File: config.mk
export PLATFORM = sky130hd
export DESIGN_NAME = pmc_top
export DESIGN_NICKNAME = d
export VERILOG_FILES = /design/src/design/pmc_pkg.sv /design/src/design/pmc_clk_gen.sv /design/src/design/pmc_top.sv /design/src/design/pmc_wake_timer.sv
export SDC_FILE = /design/constraint.sdc
export NUM_CORES = 1
export LEC_CHECK = 0
export CORE_MARGIN = 5
export CORE_UTILIZATION = 55
export DETAILED_ROUTE_END_ITERATION = 8
export DONT_BUFFER_PORTS = 1
export PLACE_DENSITY = 0.73
export SYNTH_ARGS = -nofsm -noshare
export SYNTH_HDL_FRONTEND = slang
export SYNTH_SLANG_ARGS = --single-unit
export TNS_END_PERCENT = 30
File: constraint.sdc
create_clock -name ref_clk_i -period 4.2 [get_ports ref_clk_i]
set_clock_uncertainty 0.2 [all_clocks]
set_input_delay 0.84 -clock ref_clk_i [delete_from_list [all_inputs] [get_ports ref_clk_i]]
set_output_delay 0.84 -clock ref_clk_i [all_outputs]
set_load 0.02 [all_outputs]
File: src/design/pmc_pkg.sv
// Constants, types and helper functions of the power mode and clock output controller.
// Operation
// - Mode is active, idle, sleep or standby from receiver, oscillator, battery and timer bits.
// - Entering idle starts the crystal; after ramp-up a 1 MHz clock is output.
// - The fast clock divider may be rewritten at any time without a mode change.
// - Output stays low while the crystal starts or is off, unless slow is selected.
// - The low frequency select bit outputs the 32 kHz RC clock on the pin.
// - After power-on reset the device sleeps and drives the slow clock.
// - Setting oscillator enable or receiver enable returns the output to the fast clock.
// - Clock out disable resets to 0; when set no clock is output.
// - Every phase lasts at least half a fast period; one longer low phase allowed. Here a high phase is cut short when the selected generator stops.
// - Switching acts on falling edges of both clocks, within one slow plus fast period.
// - Switching needs both clocks running; host keeps the wake timer enabled.
// - Returning to fast waits for crystal start-up detected in hardware.
// - The wake timer calibrates each time its enable bit is set. Here it skips that calibration while calibration disable is set.
// - On timeout the wake timer restarts until its enable is cleared.
// - The wake timer recalibrates about every 30 seconds while calibration is enabled.
// - Calibration disable resets to 0; setting it stops further recalibration.
// - With wake on interrupt set, an interrupt event wakes the device to fast clock.
// - Calibration disable sits at bit 4 of the extended features word.
package pmc_pkg;
    localparam int REF_HZ = 100_000_000;
    localparam int XTAL_HZ = 10_000_000;
    localparam int XTAL_HALF = REF_HZ / (2 * XTAL_HZ);
    localparam int SLOW_HZ = 32_000;
    localparam int SLOW_HALF = REF_HZ / (2 * SLOW_HZ);
    localparam int XTAL_START_US = 1000;
    localparam int XTAL_START_CYC = XTAL_START_US * (REF_HZ / 1_000_000);
    localparam int RC_START_US = 10;
    localparam int RC_START_CYC = RC_START_US * (REF_HZ / 1_000_000);
    localparam int RECAL_S = 30;
    localparam int RECAL_TICKS = RECAL_S * SLOW_HZ;
    localparam int CAL_TICKS = 4;
    localparam int HALF_W = 16;
    localparam int ADDR_W = 5;
    localparam logic [4:0] OFF_CTRL = 5'h00;
    localparam logic [4:0] OFF_DIV = 5'h04;
    localparam logic [4:0] OFF_EXTF = 5'h08;
    localparam logic [4:0] OFF_WTPER = 5'h0C;
    localparam logic [4:0] OFF_STAT = 5'h10;
    localparam int CTRL_RX = 0;
    localparam int CTRL_OSC = 1;
    localparam int CTRL_BAT = 2;
    localparam int CTRL_WTE = 3;
    localparam int CTRL_DIS = 4;
    localparam int CTRL_LF = 5;
    localparam int CTRL_WOI = 6;
    localparam int EXTF_CAL_DIS = 4;
    localparam logic [6:0] CTRL_RST = 7'h28;
    localparam logic [2:0] DIV_RST = 3'h5;
    localparam logic [15:0] WTPER_RST = 16'h0100;

    typedef enum logic [1:0] {
        PMC_STANDBY = 2'h0,
        PMC_SLEEP   = 2'h1,
        PMC_IDLE    = 2'h2,
        PMC_ACTIVE  = 2'h3
    } pmc_mode_e;

    typedef enum logic [1:0] {
        PMC_MX_OFF  = 2'h0,
        PMC_MX_FAST = 2'h1,
        PMC_MX_SLOW = 2'h2
    } pmc_mux_e;

    function automatic pmc_mode_e pmc_decode_mode(input logic rx, input logic osc,
                                                 input logic eb, input logic et);
        if (osc)
            return rx ? PMC_ACTIVE : PMC_IDLE;
        return (eb || et) ? PMC_SLEEP : PMC_STANDBY;
    endfunction

    // Crystal divide ratio per divider code; code 5 gives 1 MHz.
    function automatic logic [HALF_W-1:0] pmc_fast_half(input logic [2:0] div);
        logic [7:0] r;
        r = 8'h01;
        case (div)
            3'h0: r = 8'h01;
            3'h1: r = 8'h02;
            3'h2: r = 8'h03;
            3'h3: r = 8'h04;
            3'h4: r = 8'h05;
            3'h5: r = 8'h0A;
            3'h6: r = 8'h14;
            default: r = 8'h32;
        endcase
        return HALF_W'(XTAL_HALF) * HALF_W'(r);
    endfunction
endpackage

File: src/design/pmc_clk_gen.sv
// Oscillator model: start-up delay, then a square level with a falling-edge pulse.
module pmc_clk_gen
    import pmc_pkg::*;
#(
    parameter int HW        = 16,
    parameter int START_CYC = 1000
)
(
    // Clock and reset
    input  wire logic          ref_clk_i,
    input  wire logic          rst_n_i,
    // Control
    input  wire logic          en_i,
    input  wire logic [HW-1:0] half_i,
    // Clock out
    output logic               lvl_o,
    output logic               fall_o,
    output logic               ready_o
);
    localparam int SW = $clog2(START_CYC + 1);

    typedef struct packed {
        logic [HW-1:0] cnt;
        logic [SW-1:0] st;
        logic          lvl;
        logic          fall;
        logic          ready;
    } pmc_gen_s;

    pmc_gen_s q;
    pmc_gen_s d;

    always_comb
    begin
        d = q;
        d.fall = 1'b0;
        if (!en_i)
        begin
            d.st = '0;
            d.cnt = '0;
            d.ready = 1'b0;
            d.lvl = 1'b0;
            d.fall = q.lvl;
        end
        else if (!q.ready)
        begin
            if (q.st == SW'(START_CYC - 1))
                d.ready = 1'b1;
            else
                d.st = q.st + SW'(1);
        end
        // A shortened half period takes effect at once, without a restart.
        else if (q.cnt >= half_i - HW'(1))
        begin
            d.cnt = '0;
            d.lvl = ~q.lvl;
            d.fall = q.lvl;
        end
        else
            d.cnt = q.cnt + HW'(1);
    end

    always_ff @(posedge ref_clk_i or negedge rst_n_i)
    begin
        if (!rst_n_i)
            q <= '0;
        else
            q <= d;
    end

    assign lvl_o = q.lvl;
    assign fall_o = q.fall;
    assign ready_o = q.ready;
endmodule

File: src/design/pmc_top.sv
// Power mode decode and dual clock output, glitch-free except when the selected generator stops, with wake-up timer.
module pmc_top
    import pmc_pkg::*;
#(
    parameter int XTAL_START = XTAL_START_CYC,
    parameter int RECAL      = RECAL_TICKS
)
(
    // Clock and reset
    input  wire logic              ref_clk_i,
    input  wire logic              rst_n_i,
    // Register port
    input  wire logic [ADDR_W-1:0] addr_i,
    input  wire logic [31:0]       wr_data_i,
    input  wire logic              wr_i,
    input  wire logic              rd_i,
    output logic [31:0]            rd_data_o,
    // Device events
    input  wire logic              irq_event_i,
    // Clock pin and mode outputs
    output logic                   clk_out_o,
    output logic [1:0]             mode_o,
    output logic                   xtal_on_o,
    output logic                   rc_on_o,
    output logic                   wake_tmo_o
);
    typedef struct packed {
        logic        rx_en;
        logic        osc_en;
        logic        eb;
        logic        et;
        logic        dc;
        logic        lf;
        logic        ewi;
        logic [2:0]  div;
        logic        cal_dis;
        logic [15:0] wt_per;
        logic        wake;
        pmc_mux_e    mx;
        logic        clk_out;
        pmc_mode_e   mode;
        logic        xtal_on;
        logic        rc_on;
        logic        tmo;
        logic [31:0] rd_data;
    } pmc_state_s;

    pmc_state_s q;
    pmc_state_s d;

    logic f_lvl;
    logic f_fall;
    logic xtal_rdy;
    logic s_lvl;
    logic s_fall;
    logic rc_rdy;
    logic cal_busy;
    logic wt_tmo;
    logic osc_eff;
    logic xtal_en;
    logic want_slow;
    logic fast_ok;
    logic slow_ok;

    // Crystal oscillator and fast clock divider.
    pmc_clk_gen #(
        .HW        (HALF_W),
        .START_CYC (XTAL_START)
    ) u_fast (
        .ref_clk_i (ref_clk_i),
        .rst_n_i   (rst_n_i),
        .en_i      (xtal_en),
        .half_i    (pmc_fast_half(q.div)),
        .lvl_o     (f_lvl),
        .fall_o    (f_fall),
        .ready_o   (xtal_rdy)
    );

    // RC oscillator of the wake-up timer, which only runs while the timer is enabled.
    pmc_clk_gen #(
        .HW        (HALF_W),
        .START_CYC (RC_START_CYC)
    ) u_slow (
        .ref_clk_i (ref_clk_i),
        .rst_n_i   (rst_n_i),
        .en_i      (q.et),
        .half_i    (HALF_W'(SLOW_HALF)),
        .lvl_o     (s_lvl),
        .fall_o    (s_fall),
        .ready_o   (rc_rdy)
    );

    pmc_wake_timer #(
        .RECAL      (RECAL)
    ) u_wt (
        .ref_clk_i  (ref_clk_i),
        .rst_n_i    (rst_n_i),
        .en_i       (q.et),
        .tick_i     (s_fall),
        .period_i   (q.wt_per),
        .cal_dis_i  (q.cal_dis),
        .cal_busy_o (cal_busy),
        .timeout_o  (wt_tmo)
    );

    always_comb
    begin
        osc_eff = q.osc_en || q.wake;
        xtal_en = osc_eff || q.rx_en;
        want_slow = q.lf && !xtal_en;
        fast_ok = !want_slow && xtal_rdy;
        slow_ok = want_slow && rc_rdy;
    end

    always_comb
    begin
        d = q;
        d.tmo = wt_tmo;
        d.rd_data = 32'h0000_0000;
        if (wr_i)
        begin
            case (addr_i)
                OFF_CTRL:
                begin
                    d.rx_en = wr_data_i[CTRL_RX];
                    d.osc_en = wr_data_i[CTRL_OSC];
                    d.eb = wr_data_i[CTRL_BAT];
                    d.et = wr_data_i[CTRL_WTE];
                    d.dc = wr_data_i[CTRL_DIS];
                    d.lf = wr_data_i[CTRL_LF];
                    d.ewi = wr_data_i[CTRL_WOI];
                    d.wake = 1'b0;
                end
                OFF_DIV:
                    d.div = wr_data_i[2:0];
                OFF_EXTF:
                    d.cal_dis = wr_data_i[EXTF_CAL_DIS];
                OFF_WTPER:
                    d.wt_per = wr_data_i[15:0];
                default:
                begin
                end
            endcase
        end
        // A wake event in the cycle of a control write still wins.
        if (irq_event_i && q.ewi)
            d.wake = 1'b1;
        d.mode = pmc_decode_mode(q.rx_en, osc_eff, q.eb, q.et);
        d.xtal_on = xtal_en;
        d.rc_on = q.et;
        // Source changes on falling edges, or goes off at once when its generator stops, passing through an all-low phase.
        unique case (q.mx)
            PMC_MX_OFF:
            begin
                if (fast_ok && f_fall)
                    d.mx = PMC_MX_FAST;
                else if (slow_ok && s_fall)
                    d.mx = PMC_MX_SLOW;
            end
            PMC_MX_FAST:
            begin
                if (!xtal_rdy || (!fast_ok && f_fall))
                    d.mx = PMC_MX_OFF;
            end
            PMC_MX_SLOW:
            begin
                if (!rc_rdy || (!slow_ok && s_fall))
                    d.mx = PMC_MX_OFF;
            end
            default:
                d.mx = PMC_MX_OFF;
        endcase
        d.clk_out = !q.dc && ((q.mx == PMC_MX_FAST && f_lvl)
                   || (q.mx == PMC_MX_SLOW && s_lvl));
        if (rd_i)
        begin
            case (addr_i)
                OFF_CTRL:
                    d.rd_data = {25'h0, q.ewi, q.lf, q.dc, q.et, q.eb, q.osc_en, q.rx_en};
                OFF_DIV:
                    d.rd_data = {29'h0, q.div};
                OFF_EXTF:
                    d.rd_data = {27'h0, q.cal_dis, 4'h0};
                OFF_WTPER:
                    d.rd_data = {16'h0, q.wt_per};
                OFF_STAT:
                    d.rd_data = {24'h0, q.wake, cal_busy, q.mx, rc_rdy, xtal_rdy, q.mode};
                default:
                    d.rd_data = 32'h0000_0000;
            endcase
        end
    end

    always_ff @(posedge ref_clk_i or negedge rst_n_i)
    begin
        if (!rst_n_i)
        begin
            q <= '0;
            {q.ewi, q.lf, q.dc, q.et, q.eb, q.osc_en, q.rx_en} <= CTRL_RST;
            q.div <= DIV_RST;
            q.wt_per <= WTPER_RST;
            q.mx <= PMC_MX_OFF;
            q.mode <= PMC_STANDBY;
        end
        else
            q <= d;
    end

    assign rd_data_o = q.rd_data;
    assign clk_out_o = q.clk_out;
    assign mode_o = q.mode;
    assign xtal_on_o = q.xtal_on;
    assign rc_on_o = q.rc_on;
    assign wake_tmo_o = q.tmo;
endmodule

File: src/design/pmc_wake_timer.sv
// Wake-up timer with calibration on enable, periodic recalibration and auto-restart.
module pmc_wake_timer
    import pmc_pkg::*;
#(
    parameter int RECAL = RECAL_TICKS
)
(
    // Clock and reset
    input  wire logic        ref_clk_i,
    input  wire logic        rst_n_i,
    // Control
    input  wire logic        en_i,
    input  wire logic        tick_i,
    input  wire logic [15:0] period_i,
    input  wire logic        cal_dis_i,
    // Status
    output logic             cal_busy_o,
    output logic             timeout_o
);
    localparam int RW = $clog2(RECAL + 1);

    typedef struct packed {
        logic          en;
        logic          busy;
        logic [2:0]    cal;
        logic [15:0]   per;
        logic [RW-1:0] age;
        logic          tmo;
    } pmc_wt_s;

    pmc_wt_s q;
    pmc_wt_s d;

    always_comb
    begin
        d = q;
        d.en = en_i;
        d.tmo = 1'b0;
        if (!en_i)
        begin
            d.busy = 1'b0;
            d.per = '0;
            d.age = '0;
        end
        else if (!q.en)
        begin
            d.busy = !cal_dis_i;
            d.cal = '0;
            d.per = '0;
            d.age = '0;
        end
        else if (tick_i)
        begin
            if (q.busy)
            begin
                if (q.cal == 3'(CAL_TICKS - 1))
                    d.busy = 1'b0;
                else
                    d.cal = q.cal + 3'h1;
            end
            else
            begin
                if (q.per >= period_i)
                begin
                    d.per = '0;
                    d.tmo = 1'b1;
                end
                else
                    d.per = q.per + 16'h0001;
                if (q.age == RW'(RECAL - 1))
                begin
                    d.age = '0;
                    d.busy = !cal_dis_i;
                    d.cal = '0;
                end
                else
                    d.age = q.age + RW'(1);
            end
        end
    end

    always_ff @(posedge ref_clk_i or negedge rst_n_i)
    begin
        if (!rst_n_i)
            q <= '0;
        else
            q <= d;
    end

    assign cal_busy_o = q.busy;
    assign timeout_o = q.tmo;
endmodule

==> Flow_metrics.wiki, run 1 <==
{| class="wikitable"
! Metric !! Value
|-
| Clock Latency Late Sink || about 0.42 ns
|-
| Vias || 6340
|-
| Worst slew margin relative to its limit || 45.4%
|-
| Boundary Pins || 80
|-
| Die Ht || approximately 140 um
|-
| Pre-Repair DR Iteration Count || 7
|-
| Maximum buffer depth of the clock tree || 2
|-
| Crit start category || register
|-
| Initial DRC Count || slightly below 400
|-
| Layout area overhead || 10.8%
|-
| Core region area || approximately 0.016 mm^2
|-
| Slack of the worst reg-to-reg path || -0.03 ns
|-
| Share of the clock period used by the worst path || 101%
|-
| Footprint of the flip-flops and latches || roughly 0.0040 mm^2
|-
| Clock slew at reported path FFs || 0.07 ns
|-
| Cells along the critical path || nand2_1 -> mux2_4 -> buf_6 -> fa_1 -> ha_4 -> a21oi_4 -> o21bai_1 -> a21oi_2 -> xor2_1 -> ha_1 -> a21oi_2 -> o21a_1 -> o31ai_4 -> a211oi_2 -> buf_2 -> a31oi_1 -> a31oi_1
|-
| Total area of multi-input combinational cells || ~0.0045 mm^2
|-
| Hold_ws || -0.0849 ns
|-
| Dominant cells by area after synthesis || sky130_fd_sc_hd__dfrtp_1 (44%), sky130_fd_sc_hd__ha_1 (6.9%), sky130_fd_sc_hd__mux2_2 (4.6%), sky130_fd_sc_hd__nand2_1 (3.5%), sky130_fd_sc_hd__xor2_1 (3.4%)
|-
| Post-Synthesis Cell Area || roughly 0.0087 mm^2
|-
| Starting Density || 55.5%
|-
| Fraction of met1 tracks used by global routing || between 20% and 30%
|-
| # nets final || 983
|-
| Average cell area after synthesis || 9.87 um^2
|-
| Worst EP arrival || 4.38 ns
|-
| Failing checks || hold timing, setup timing
|-
| RR Startpoint || q[58]
|-
| Layer with the highest usage || met2
|-
| Max VDD drop || 0.337 mV
|-
| Critical path class || reg -> reg
|-
| Proportion of synthesized chip area in sequential cells || a little under half
|-
| Least setup slack across all paths after layout || -0.0302 ns
|-
| Via-to-Cell Ratio || 5.66
|-
| Number of buffers added on ports || 0
|-
| Standard-cell rows || 46
|-
| R2r endpoint || u_fast.q[28]
|-
| Commonest register cell after synthesis || sky130_fd_sc_hd__dfrtp_1
|-
| Total of fill cells in the finished design || 1279
|-
| Fraction of layout instances using a drive strength above 1 || roughly 15%
|-
| Worst Tran Pin Value || 0.798 ns
|-
| Fraction of met2 tracks used by global routing || 30.5%
|-
| Count of warnings emitted by yosys || 0
|-
| Library cell used as clock root buffer || sky130_fd_sc_hd__clkbuf_16
|-
| Critical-path maximum fanout || 5
|-
| CTS sink count || 158
|-
| CP startpoint || q[58]
|-
| Worst path max stage delay || between 0.5 and 0.6 ns
|-
| Final-report setup violation count || 4
|-
| Async set-or-reset flop fraction in the synthesized netlist || 100%
|-
| Number of CTS-inserted buffers || 17
|-
| Required time worst endpoint || 4.35 ns
|-
| Distinct cells, synth || between 60 and 70
|-
| Cell with the biggest individual delay on the critical path || sky130_fd_sc_hd__fa_1
|-
| Critical Path End Type || register
|-
| Path category of the worst min-delay check || in -> async
|-
| Detail Placement HPWL || between 10000 and 15000 um
|-
| Power per unit of standard cell area || 433 mW/mm^2
|-
| Die Width || 136 um
|-
| Fmax || 236 MHz
|-
| Count of flip-flops with a built-in enable after synthesis || 0
|-
| Logic depth of the worst register-to-register path || 17
|-
| Global-route congestion overflow total || 0
|-
| Post-synth top area cell || sky130_fd_sc_hd__dfrtp_1
|-
| Clock period minus worst slack || 4.23 ns
|-
| Total Die Area || ~0.018 mm^2
|-
| Post-synthesis sequential element count || 158
|-
| Hold Vio Cnt, Final || ~150
|-
| Total power consumption of the routed design || roughly 4200 uW
|-
| Met3 usage in global routing || 4.44%
|-
| Pins Over Slew Limit || 0
|-
| Antenna violations before repair || 0
|-
| Reported max-cap violation count || 0
|-
| Post-detailed-route DRC marker count || 0
|-
| Placer's final routability congestion estimate || 0.833
|-
| Tot GR Track Use || 19.7%
|-
| H-tree depth || 4
|-
| RSZ-0062 raised after global routing || true
|-
| Outcome || finished, violations left
|-
| Total length of routed wires || 17700 um
|-
| Maximum number of pins on one net before global-route repair || 159
|-
| Wire length of the first global-routing pass || 29200 um
|-
| Residual antenna-violating net count after detailed routing || 0
|-
| Post-detailed-route wirelength per cell || 15.8 um
|-
| Post-Synthesis Cells || approximately 880
|-
| Share of the synthesized area in the top cell type || between 40% and 50%
|-
| Final total negative setup slack || -0.0772 ns
|-
| Clock tree from TritonCTS || yes
|-
| Leakage Power || 0.00434 uW
|-
| Via count of the first global-routing pass || 5966
|}
==> cells in the final DEF, fill, tap and decap left out, types with 4 or more instances in the layout <==
| master | n |
|---|---|
| sky130_fd_sc_hd__dfrtp_1 | 153 |
| sky130_fd_sc_hd__nand2_1 | 80 |
| sky130_fd_sc_hd__nor2_1 | 74 |
| sky130_fd_sc_hd__o21ai_0 | 42 |
| sky130_fd_sc_hd__ha_1 | 41 |
| sky130_fd_sc_hd__mux2_2 | 35 |
| sky130_fd_sc_hd__xor2_1 | 34 |
| sky130_fd_sc_hd__nand3_1 | 31 |
| sky130_fd_sc_hd__inv_1 | 30 |
| sky130_fd_sc_hd__a21oi_1 | 30 |
| sky130_fd_sc_hd__buf_4 | 28 |
| sky130_fd_sc_hd__and3_1 | 25 |
| sky130_fd_sc_hd__xnor2_1 | 23 |
| sky130_fd_sc_hd__a31oi_1 | 21 |
| sky130_fd_sc_hd__nand4_1 | 19 |
| sky130_fd_sc_hd__and2_1 | 18 |
| sky130_fd_sc_hd__clkbuf_16 | 17 |
| sky130_fd_sc_hd__conb_1 | 16 |
| sky130_fd_sc_hd__nor3_1 | 14 |
| sky130_fd_sc_hd__nand2b_1 | 14 |
| sky130_fd_sc_hd__nor2b_1 | 9 |
| sky130_fd_sc_hd__and4_1 | 9 |
| sky130_fd_sc_hd__a22o_1 | 8 |
| sky130_fd_sc_hd__clkinvlp_4 | 8 |
| sky130_fd_sc_hd__o21a_1 | 7 |
| sky130_fd_sc_hd__ha_4 | 7 |
| sky130_fd_sc_hd__or3_1 | 6 |
| sky130_fd_sc_hd__o21ai_1 | 5 |
| sky130_fd_sc_hd__a21o_1 | 5 |
| sky130_fd_sc_hd__a21oi_2 | 5 |
| sky130_fd_sc_hd__nor4_1 | 5 |
| sky130_fd_sc_hd__o31ai_1 | 5 |
| sky130_fd_sc_hd__dfstp_2 | 5 |
| sky130_fd_sc_hd__mux2i_1 | 4 |
| sky130_fd_sc_hd__a22oi_1 | 4 |
==> synth_stat cells (5+ instances only) <==
library cell	count
sky130_fd_sc_hd__o21a_1	7
sky130_fd_sc_hd__clkbuf_1	15
sky130_fd_sc_hd__nor3_1	16
sky130_fd_sc_hd__and2_1	18
sky130_fd_sc_hd__dfstp_2	5
sky130_fd_sc_hd__o21ai_0	45
sky130_fd_sc_hd__or3_1	6
sky130_fd_sc_hd__and4_1	9
sky130_fd_sc_hd__nand4_1	19
sky130_fd_sc_hd__nor2b_1	9
sky130_fd_sc_hd__buf_4	34
sky130_fd_sc_hd__dfrtp_1	153
sky130_fd_sc_hd__o31ai_1	6
sky130_fd_sc_hd__inv_1	31
sky130_fd_sc_hd__a31oi_1	21
sky130_fd_sc_hd__xor2_1	34
sky130_fd_sc_hd__ha_1	48
sky130_fd_sc_hd__nand2_1	81
sky130_fd_sc_hd__nor2_1	75
sky130_fd_sc_hd__nand2b_1	14
sky130_fd_sc_hd__buf_2	6
sky130_fd_sc_hd__nand3_1	31
sky130_fd_sc_hd__nor4_1	5
sky130_fd_sc_hd__and3_1	25
sky130_fd_sc_hd__mux2_2	36
sky130_fd_sc_hd__a22o_1	8
sky130_fd_sc_hd__a21o_1	5
sky130_fd_sc_hd__xnor2_1	23
sky130_fd_sc_hd__a21oi_1	36
==> metrics by stage <==
stage	utilization [%]	area (um^2)	instances	hold slack, ns	setup WS [ns]
2_1_floorplan	-	8780	898	0.131	-0.0463
3_3_place_gp	56.5	8870	1082	0.172	-0.131
3_5_place_dp	56.5	8870	1082	0.145	-0.256
4_1_cts	60.4	9480	1118	-0.104	0.0119
5_1_grt	61.5	9660	1120	-0.101	-0.217
6_report	61.5	9660	1121	-0.0849	-0.0302
==> layout make-up <==
type / instances / area share (%)
Clock buffer: 18 / 4.44
Antenna cell: 1 / 0.0259
Clock inverter: 14 / 1.41
Tap cell: 216 / 2.80
Timing Repair Buffer: 31 / 2.46
Multi-Input combinational cell: 652 / 46.6
Inverter: 31 / 1.23
Sequential cell: 158 / 41.0
==> registers in the layout, indices dropped and copies added (netlist names), 2 cells and up <==
signal	count
u_fast.q	33
u_slow.q	26
rd_data_o	16
u_wt.q	40
q	29
mode_o	2
==> how the worst max path moves through the flow <==
| stage | to | depth (start not counted) |
|---|---|---|
| final | u_fast.q[28] | 17 |
| after global routing | u_fast.q[32] | 17 |
| after CTS | u_fast.q[26] | 18 |
| after detailed placement | u_fast.fall_o | 17 |
| after global placement | u_fast.fall_o | 17 |
| after floorplan | u_fast.q[26] | 17 |
==> metal layers <==
layer / vias up / routed length [um]
met2: 136 / 8070
met4: 0 / 287
met5: - / 0
met1: 3071 / 8410
met3: 20 / 962
li1: 3113 / -
==> worst max-delay path, delay by kind of cell (launching register included) <==
| kind | cells | cell delay [ns] |
|---|---|---|
| AND/OR/NAND/NOR | 1 | 0.06 |
| adder cells (fa/ha/maj) | 3 | 1.10 |
| flip-flops | 1 | 0.57 |
| multiplexers | 1 | 0.29 |
| buffers and inverters | 2 | 0.34 |
| AO/OA/AOI/OAI | 9 | 1.39 |
| XOR/XNOR | 1 | 0.18 |
==> timing repair <==
item,CTS,global route
pin swaps,4,21
endpoints found under the hold margin,153,153
gates cloned,1,0
resized for setup,9,24
setup buffers,3,3
endpoints found under the setup margin,18,18
==> where the power goes <==
part | internal [uW] | leakage, uW | switching (uW) | total, uW
combinational | 478 | 0.00196 | 506 | 984
sequential | 1620 | 0.00214 | 109 | 1730
clock | 824 | 0.000250 | 645 | 1470
==> logic make-up after synthesis <==
family,synth area share [%]
xor+xnor,5.73
flops,45.4
mux,5.11
compound gates,11.3
buf+inv,5.55
fa+ha+maj,7.35
simple gates,19.5
other cells,0.0430
No activity file was read; power rests on OpenSTA's default activity.
==> run 2: changes to the inputs <==
- BUFFER_PORTS_ARGS: not set -> -buffer_cell sky130_fd_sc_hd__buf_2
- CORE_UTILIZATION: 55 -> 54
- DONT_BUFFER_PORTS: 1 -> not set
- PLACE_DENSITY: 0.73 -> 0.76
==> Flow_metrics.wiki, run 2 (same netlist as run 1, synthesis figures left out) <==
{| class="wikitable"
! Metric !! Value
|-
| Core region area || 0.0159 mm^2 (+1.1%)
|-
| Worst Min Path Start || u_wt.timeout_o
|-
| Hold Vio Cnt, Final || 0 (-100%)
|-
| Met2 routed wirelength || 8370 um (+3.7%)
|-
| Critical Path End Type || register
|-
| Fmax || 236 MHz (-0.28%)
|-
| Antenna violations before repair || 2 (+2)
|-
| Tot GR Track Use || 19.7% (+0.030 points)
|-
| Detail Placement HPWL || 12400 um (+4.1%)
|-
| RSZ-0062 raised after global routing || true
|-
| RR Startpoint || q[58]
|-
| H-tree depth || 4 (unchanged)
|-
| Vias || 6537 (+3.1%)
|-
| Worst path max stage delay || 0.59 ns (about the same)
|-
| Final-report setup violation count || 1 (-3)
|-
| Total length of routed wires || 17900 um (+1.2%)
|-
| Final total negative setup slack || -0.0422 ns (+0.0350 ns)
|-
| Maximum buffer depth of the clock tree || 2 (unchanged)
|-
| Max VDD drop || 0.332 mV (-1.4%)
|-
| Global-route congestion overflow total || 0 (unchanged)
|-
| Boundary Pins || 80 (unchanged)
|-
| Leakage Power || 0.00454 uW (+4.4%)
|-
| Reported max-cap violation count || 0 (unchanged)
|-
| Layout area overhead || 12.2%
|-
| CTS sink count || 158 (unchanged)
|-
| Largest registers ranked by flip-flop count || u_wt.q (40), u_fast.q (33), q (29)
|-
| Residual antenna-violating net count after detailed routing || 0 (unchanged)
|-
| Fraction of layout instances using a drive strength above 1 || 18.3% (+3.5 points)
|-
| Required time worst endpoint || 4.31 ns (-0.04 ns)
|-
| Total area of multi-input combinational cells || 0.00448 mm^2 (-0.56%)
|-
| Total power consumption of the routed design || 4060 uW (-2.9%)
|-
| Die Ht || 137 um (+0.85%)
|-
| Pins Over Slew Limit || 0 (unchanged)
|-
| Failing checks || setup timing
|-
| Critical path class || reg -> reg
|-
| # nets final || 1024 (+4.2%)
|-
| Power per unit of standard cell area || 415 mW/mm^2 (-4.1%)
|-
| Number of flip-flops in the largest register || 40 (unchanged)
|-
| Post-detailed-route DRC marker count || 0 (unchanged)
|-
| Clock period minus worst slack || 4.24 ns (+0.0120 ns)
|-
| Metal-1 WL || 8510 um (+1.3%)
|-
| CP startpoint || q[58]
|-
| Number of buffers added on ports || 47 (+47)
|-
| Instance count after placement with tap cells included || 1127 (+4.2%)
|-
| Share of the clock period used by the worst path || 101% (+0.29 points)
|-
| Via-to-Cell Ratio || 5.64 (-0.36%)
|-
| Top metal layer carrying routed signals || met5
|-
| Least setup slack across all paths after layout || -0.0422 ns (-0.0120 ns)
|-
| Wire length of the first global-routing pass || 29800 um (+2.1%)
|-
| Standard-cell rows || 46 (unchanged)
|-
| Leading cell type in the layout, fill and taps excluded || sky130_fd_sc_hd__dfrtp_1
|-
| Path category of the worst min-delay check || reg -> reg
|-
| Worst EP arrival || 4.35 ns (-0.03 ns)
|-
| Register name with the most flops || u_wt.q
|-
| Starting Density || 54.9% (-0.60 points)
|-
| Placer's final routability congestion estimate || 0.812 (-2.5%)
|-
| Cell Count, Final, Fillers Out || 1160 (+3.5%)
|-
| Cells along the critical path || nand2_2 -> mux2_4 -> buf_6 -> fa_1 -> ha_4 -> a21oi_4 -> o21bai_1 -> a21oi_2 -> nand2_4 -> ha_1 -> nand2_1 -> o21a_1 -> o21bai_2 -> a211oi_2 -> buf_4 -> buf_4 -> a32o_1
|-
| Library cell used as clock root buffer || sky130_fd_sc_hd__clkbuf_16
|-
| Outcome || finished, violations left
|-
| Highest-count cells in the layout ignoring fill and taps || sky130_fd_sc_hd__dfrtp_1 (153), sky130_fd_sc_hd__nand2_1 (79), sky130_fd_sc_hd__nor2_1 (72)
|-
| Number of CTS-inserted buffers || 17 (unchanged)
|-
| Cell repeated most along the worst path || sky130_fd_sc_hd__buf_4
|-
| Logic depth of the worst register-to-register path || 17 (unchanged)
|-
| Initial DRC Count || 414 (+6.4%)
|-
| Clock tree from TritonCTS || yes
|-
| Die Width || 137 um (+0.85%)
|-
| Met3 WL post-DR || 805 um (-16%)
|-
| Worst slew margin relative to its limit || 42.1% (-3.3 points)
|-
| Critical-path maximum fanout || 7 (+2)
|-
| Pre-Repair DR Iteration Count || 5 (-2)
|-
| Clock slew at reported path FFs || 0.06 ns (about the same)
|-
| Footprint of the flip-flops and latches || 0.00396 mm^2 (unchanged)
|-
| Maximum number of pins on one net before global-route repair || 98 (-38%)
|-
| Post-detailed-route wirelength per cell || 15.5 um (-2.2%)
|-
| Clock Latency Late Sink || 0.42 ns (about the same)
|-
| Worst Tran Pin Value || 0.868 ns (+0.0695 ns)
|-
| Total of fill cells in the finished design || 1298 (+1.5%)
|-
| Crit start category || register
|-
| Cell with the biggest individual delay on the critical path || sky130_fd_sc_hd__fa_1
|-
| Hold_ws || 0.172 ns (+0.257 ns)
|-
| Hold Path Depth || 0
|-
| Via count of the first global-routing pass || 6250 (+4.8%)
|-
| Total Die Area || 0.0188 mm^2 (+1.7%)
|}
==> run 2: final timing paths <==
path | endpoint | slack [ns]
setup / recovery | u_fast.q[21] | -0.04
hold / removal | wake_tmo_o | 0.17
setup reg to reg | u_fast.q[21] | -0.04
hold reg to reg | wake_tmo_o | 0.17
max in group asynchronous | q[49] | 2.55
min in group asynchronous | u_fast.q[27] | 0.29
==> run 2: metrics by stage <==
step / cell area (um^2) / setup slack (ns) / utilization, %
4_1_cts: 9640 / 0.0283 / 60.7
3_3_place_gp: 9100 / -0.0867 / 57.3
2_1_floorplan: 8780 / -0.0463 / -
3_5_place_dp: 9100 / -0.178 / 57.3
6_report: 9780 / -0.0422 / 61.6
5_1_grt: 9780 / -0.181 / 61.6
==> run 2: final cells by class <==
type	count	share of cell area (%)
multi-input combinational	652	45.8
sequential	158	40.5
timing repair buffer	72	4.50
clock buffer	18	4.49
tap	216	2.76
inverter	31	1.19
clock inverter	12	0.767
antenna	1	0.0256
==> run 2: what timing repair did <==
item | 4_1_cts | 5_1_grt
buffers inserted | 0 | 2
pin swaps | 1 | 16
hold buffers | 0 | 0
endpoints found under the setup margin | 17 | 18
resized for setup | 6 | 24
==> run 2: power by group <==
group | switching (uW) | leakage [uW] | internal, uW
registers | 98.3 | 0.00214 | 1620
logic | 550 | 0.00216 | 433
clock network | 603 | 0.000241 | 755
==> run 2: per-layer routing <==
layer | global-route usage, % | vias up
li1 | - | 3181
met1 | 27.7 | 3207
met2 | 30.9 | 124
met3 | 4.12 | 23
met4 | 5.88 | 2
met5 | 0 | -
==> run 2: worst max-delay path: cells and delay by family (launching register included) <==
kind,cells,cell delay [ns]
fa+ha+maj,3,1.17
compound gates,7,1.17
flops,1,0.56
buf+inv,3,0.43
simple gates,3,0.33
mux,1,0.27
==> run 3: changes to the inputs <==
- CORE_MARGIN: 5 -> not set
==> Flow_metrics.wiki, run 3 (same netlist as run 1, synthesis figures left out) <==
{| class="wikitable"
! Metric !! Value
|-
| Register name with the most flops || u_wt.q
|-
| Worst Hold Path EP || wake_tmo_o
|-
| Share of the clock period used by the worst path || 98.8% (-2.2 points)
|-
| Buf/Inv on CP || 2 (-1)
|-
| Cell with the biggest individual delay on the critical path || sky130_fd_sc_hd__dfstp_2
|-
| Clock share of power || 35.8% (+2.4 points)
|-
| Leakage Power || 0.00457 uW (+0.83%)
|-
| R2r endpoint || u_fast.q[26]
|-
| Critical Path End Type || register
|-
| Final-report setup violation count || 0 (-1)
|-
| Fmax || 241 MHz (+2.3%)
|-
| Required time worst endpoint || 4.34 ns (+0.03 ns)
|-
| RSZ-0062 raised after global routing || true
|-
| Wire length of the first global-routing pass || 29900 um (+0.18%)
|-
| Crit start category || register
|-
| Initial DRC Count || 457 (+10%)
|-
| Placer's final routability congestion estimate || 0.795 (-2.2%)
|-
| Path category of the worst min-delay check || reg -> reg
|-
| Part of the total power dissipated in combinational logic || 22.6% (-1.6 points)
|-
| # nets final || 1025 (+0.098%)
|-
| Dpl ws || -0.117 ns (+0.0612 ns)
|-
| Antenna violations before repair || 2 (unchanged)
|-
| Hold Vio Cnt, Final || 0 (unchanged)
|-
| Pins Over Slew Limit || 0 (unchanged)
|-
| Max VDD drop || 0.309 mV (-6.9%)
|-
| Hold_buf cts || 0 (unchanged)
|-
| DP Area || 0.00911 mm^2 (+0.16%)
|-
| Detail Placement HPWL || 12000 um (-3.5%)
|-
| Hold Path Depth || 0 (unchanged)
|-
| Library cell used as clock root buffer || sky130_fd_sc_hd__clkbuf_16
|-
| Cells along the critical path || nand2_1 -> mux2_4 -> buf_4 -> fa_1 -> ha_4 -> a21oi_4 -> o21bai_2 -> a21oi_2 -> nand2_1 -> ha_1 -> a21oi_1 -> o21ai_0 -> o21bai_2 -> a211oi_2 -> buf_4 -> a41oi_2 -> a31oi_1
|-
| Worst path max stage delay || 0.55 ns (-0.04 ns)
|-
| Internal power || 2920 uW (+4.0%)
|-
| Outcome || completed
|-
| Hold_ws || 0.159 ns (-0.0129 ns)
|-
| Clock slew at reported path FFs || 0.06 ns (about the same)
|-
| Total length of routed wires || 17600 um (-1.8%)
|-
| Layout area overhead || 12.3%
|-
| Highest-count cells in the layout ignoring fill and taps || sky130_fd_sc_hd__dfrtp_1 (153), sky130_fd_sc_hd__nand2_1 (81), sky130_fd_sc_hd__nor2_1 (75)
|-
| Clock Latency Late Sink || 0.43 ns (about the same)
|-
| Post-Layout Inst Area || 0.00980 mm^2 (+0.13%)
|-
| Clock tree from TritonCTS || yes
|-
| Worst EP arrival || 4.29 ns (-0.06 ns)
|-
| Starting Density || 55.1% (+0.20 points)
|-
| Total Die Area || 0.0167 mm^2 (-11%)
|-
| Vias || 6547 (+0.15%)
|-
| Largest registers ranked by flip-flop count || u_wt.q (40), u_fast.q (33), q (29)
|-
| Post-detailed-route wirelength per cell || 15.1 um (-2.1%)
|-
| Power per unit of standard cell area || 423 mW/mm^2 (+1.8%)
|-
| Number of buffers added on ports || 47 (unchanged)
|-
| RR Startpoint || q[58]
|-
| Die Ht || 129 um (-5.8%)
|-
| Total of fill cells in the finished design || 1237 (-4.7%)
|-
| Least setup slack across all paths after layout || 0.0521 ns (+0.0944 ns)
|-
| Critical-path maximum fanout || 8 (+1)
|-
| Worst Tran Pin Value || 0.847 ns (-0.0210 ns)
|-
| Tot GR Track Use || 22.8% (+3.1 points)
|-
| Worst slew margin relative to its limit || 43.5% (+1.4 points)
|-
| Leading cell type in the layout, fill and taps excluded || sky130_fd_sc_hd__dfrtp_1
|-
| Global-route congestion overflow total || 0 (unchanged)
|-
| Number of flip-flops in the largest register || 40 (unchanged)
|-
| Worst Min Path Start || u_wt.timeout_o
|-
| Reported max-cap violation count || 0 (unchanged)
|-
| Die Width || 129 um (-5.8%)
|-
| Part of the total power dissipated in sequential elements || 41.6% (-0.8 points)
|-
| Clock period minus worst slack || 4.15 ns (-0.0944 ns)
|-
| Reported net switching power || 1220 uW (-2.8%)
|-
| Maximum buffer depth of the clock tree || 2 (unchanged)
|-
| Via-to-Cell Ratio || 5.63 (-0.11%)
|-
| Family with the most delay on the worst path || compound AO/OA/AOI/OAI gates
|-
| H-tree depth || 4 (unchanged)
|-
| Core region area || 0.0158 mm^2 (-0.36%)
|-
| Pre-Repair DR Iteration Count || 5 (unchanged)
|-
| Post-detailed-route DRC marker count || 0 (unchanged)
|-
| Slack of the worst reg-to-reg path || 0.05 ns (+0.09 ns)
|-
| Via count of the first global-routing pass || 6285 (+0.56%)
|-
| Fraction of layout instances using a drive strength above 1 || 17.5% (-0.80 points)
|-
| Standard-cell rows || 46 (unchanged)
|-
| Residual antenna-violating net count after detailed routing || 0 (unchanged)
|-
| Critical path class || reg -> reg
|-
| Number of CTS-inserted buffers || 17 (unchanged)
|-
| Fraction of power spent switching nets || 29.4% (-1.4 points)
|-
| CTS sink count || 158 (unchanged)
|-
| Maximum number of pins on one net before global-route repair || 87 (-11%)
|-
| Boundary Pins || 80 (unchanged)
|-
| Logic depth of the worst register-to-register path || 17 (unchanged)
|}
-- run 3: worst max path at each step --
| stage | startpoint | to | slack, ns | depth (start not counted) |
|---|---|---|---|---|
| after floorplan | q[60] | u_fast.q[26] | -0.05 | 17 |
| after global placement | q[60] | u_fast.fall_o | -0.003 | 18 |
| after detailed placement | q[60] | u_fast.q[29] | -0.12 | 16 |
| after CTS | q[60] | u_fast.q[29] | 0.001 | 17 |
| after global routing | q[58] | u_fast.q[26] | -0.23 | 18 |
| final | q[58] | u_fast.q[26] | 0.05 | 17 |
-- run 3: power groups by stage --
stage	Sequential, uW	Clock (uW)	Combinational (uW)
3_5_place_dp	1740	0	848
2_1_floorplan	1710	0	620
3_3_place_gp	1740	0	815
5_1_grt	1730	1580	1060
6_report	1720	1480	937
4_1_cts	1720	1510	869
-- run 3: per-layer routing --
metal	vias up	routed length, um	global-route usage, %
li1	3184	-	-
met1	3201	8420	31.3
met2	137	8290	35.8
met3	23	614	5.04
met4	2	285	7.75
met5	-	11	0
-- run 3: per-stage QoR --
stage / util [%] / total power (uW) / cells / TNS [ns]
floorplan: - / 2330 / 898 / -0.0782
global placement: 57.6 / 2550 / 1129 / -0.00278
detailed placement: 57.6 / 2590 / 1129 / -1.21
CTS: 61.3 / 4090 / 1161 / 0
global route: 61.9 / 4370 / 1162 / -2.10
finish: 61.9 / 4140 / 1163 / 0
-- run 3: repair_timing --
item | in CTS | in global routing
pin swaps | 2 | 6
endpoints found under the setup margin | 16 | 18
buffers inserted | 0 | 1
resized for setup | 4 | 14
-- run 3: cell type report --
cell class              count  area [um^2]  share of cell area (%)
multi-input cells         652         4440                    45.3
well taps                 216          270                    2.76
inverters                  31          116                    1.19
clock buffers              24          492                    5.02
diodes                      1         2.50                  0.0255
clock inverters             8         81.3                   0.830
flip-flops and latches    158         3960                    40.4
repair buffers             73          437                    4.46
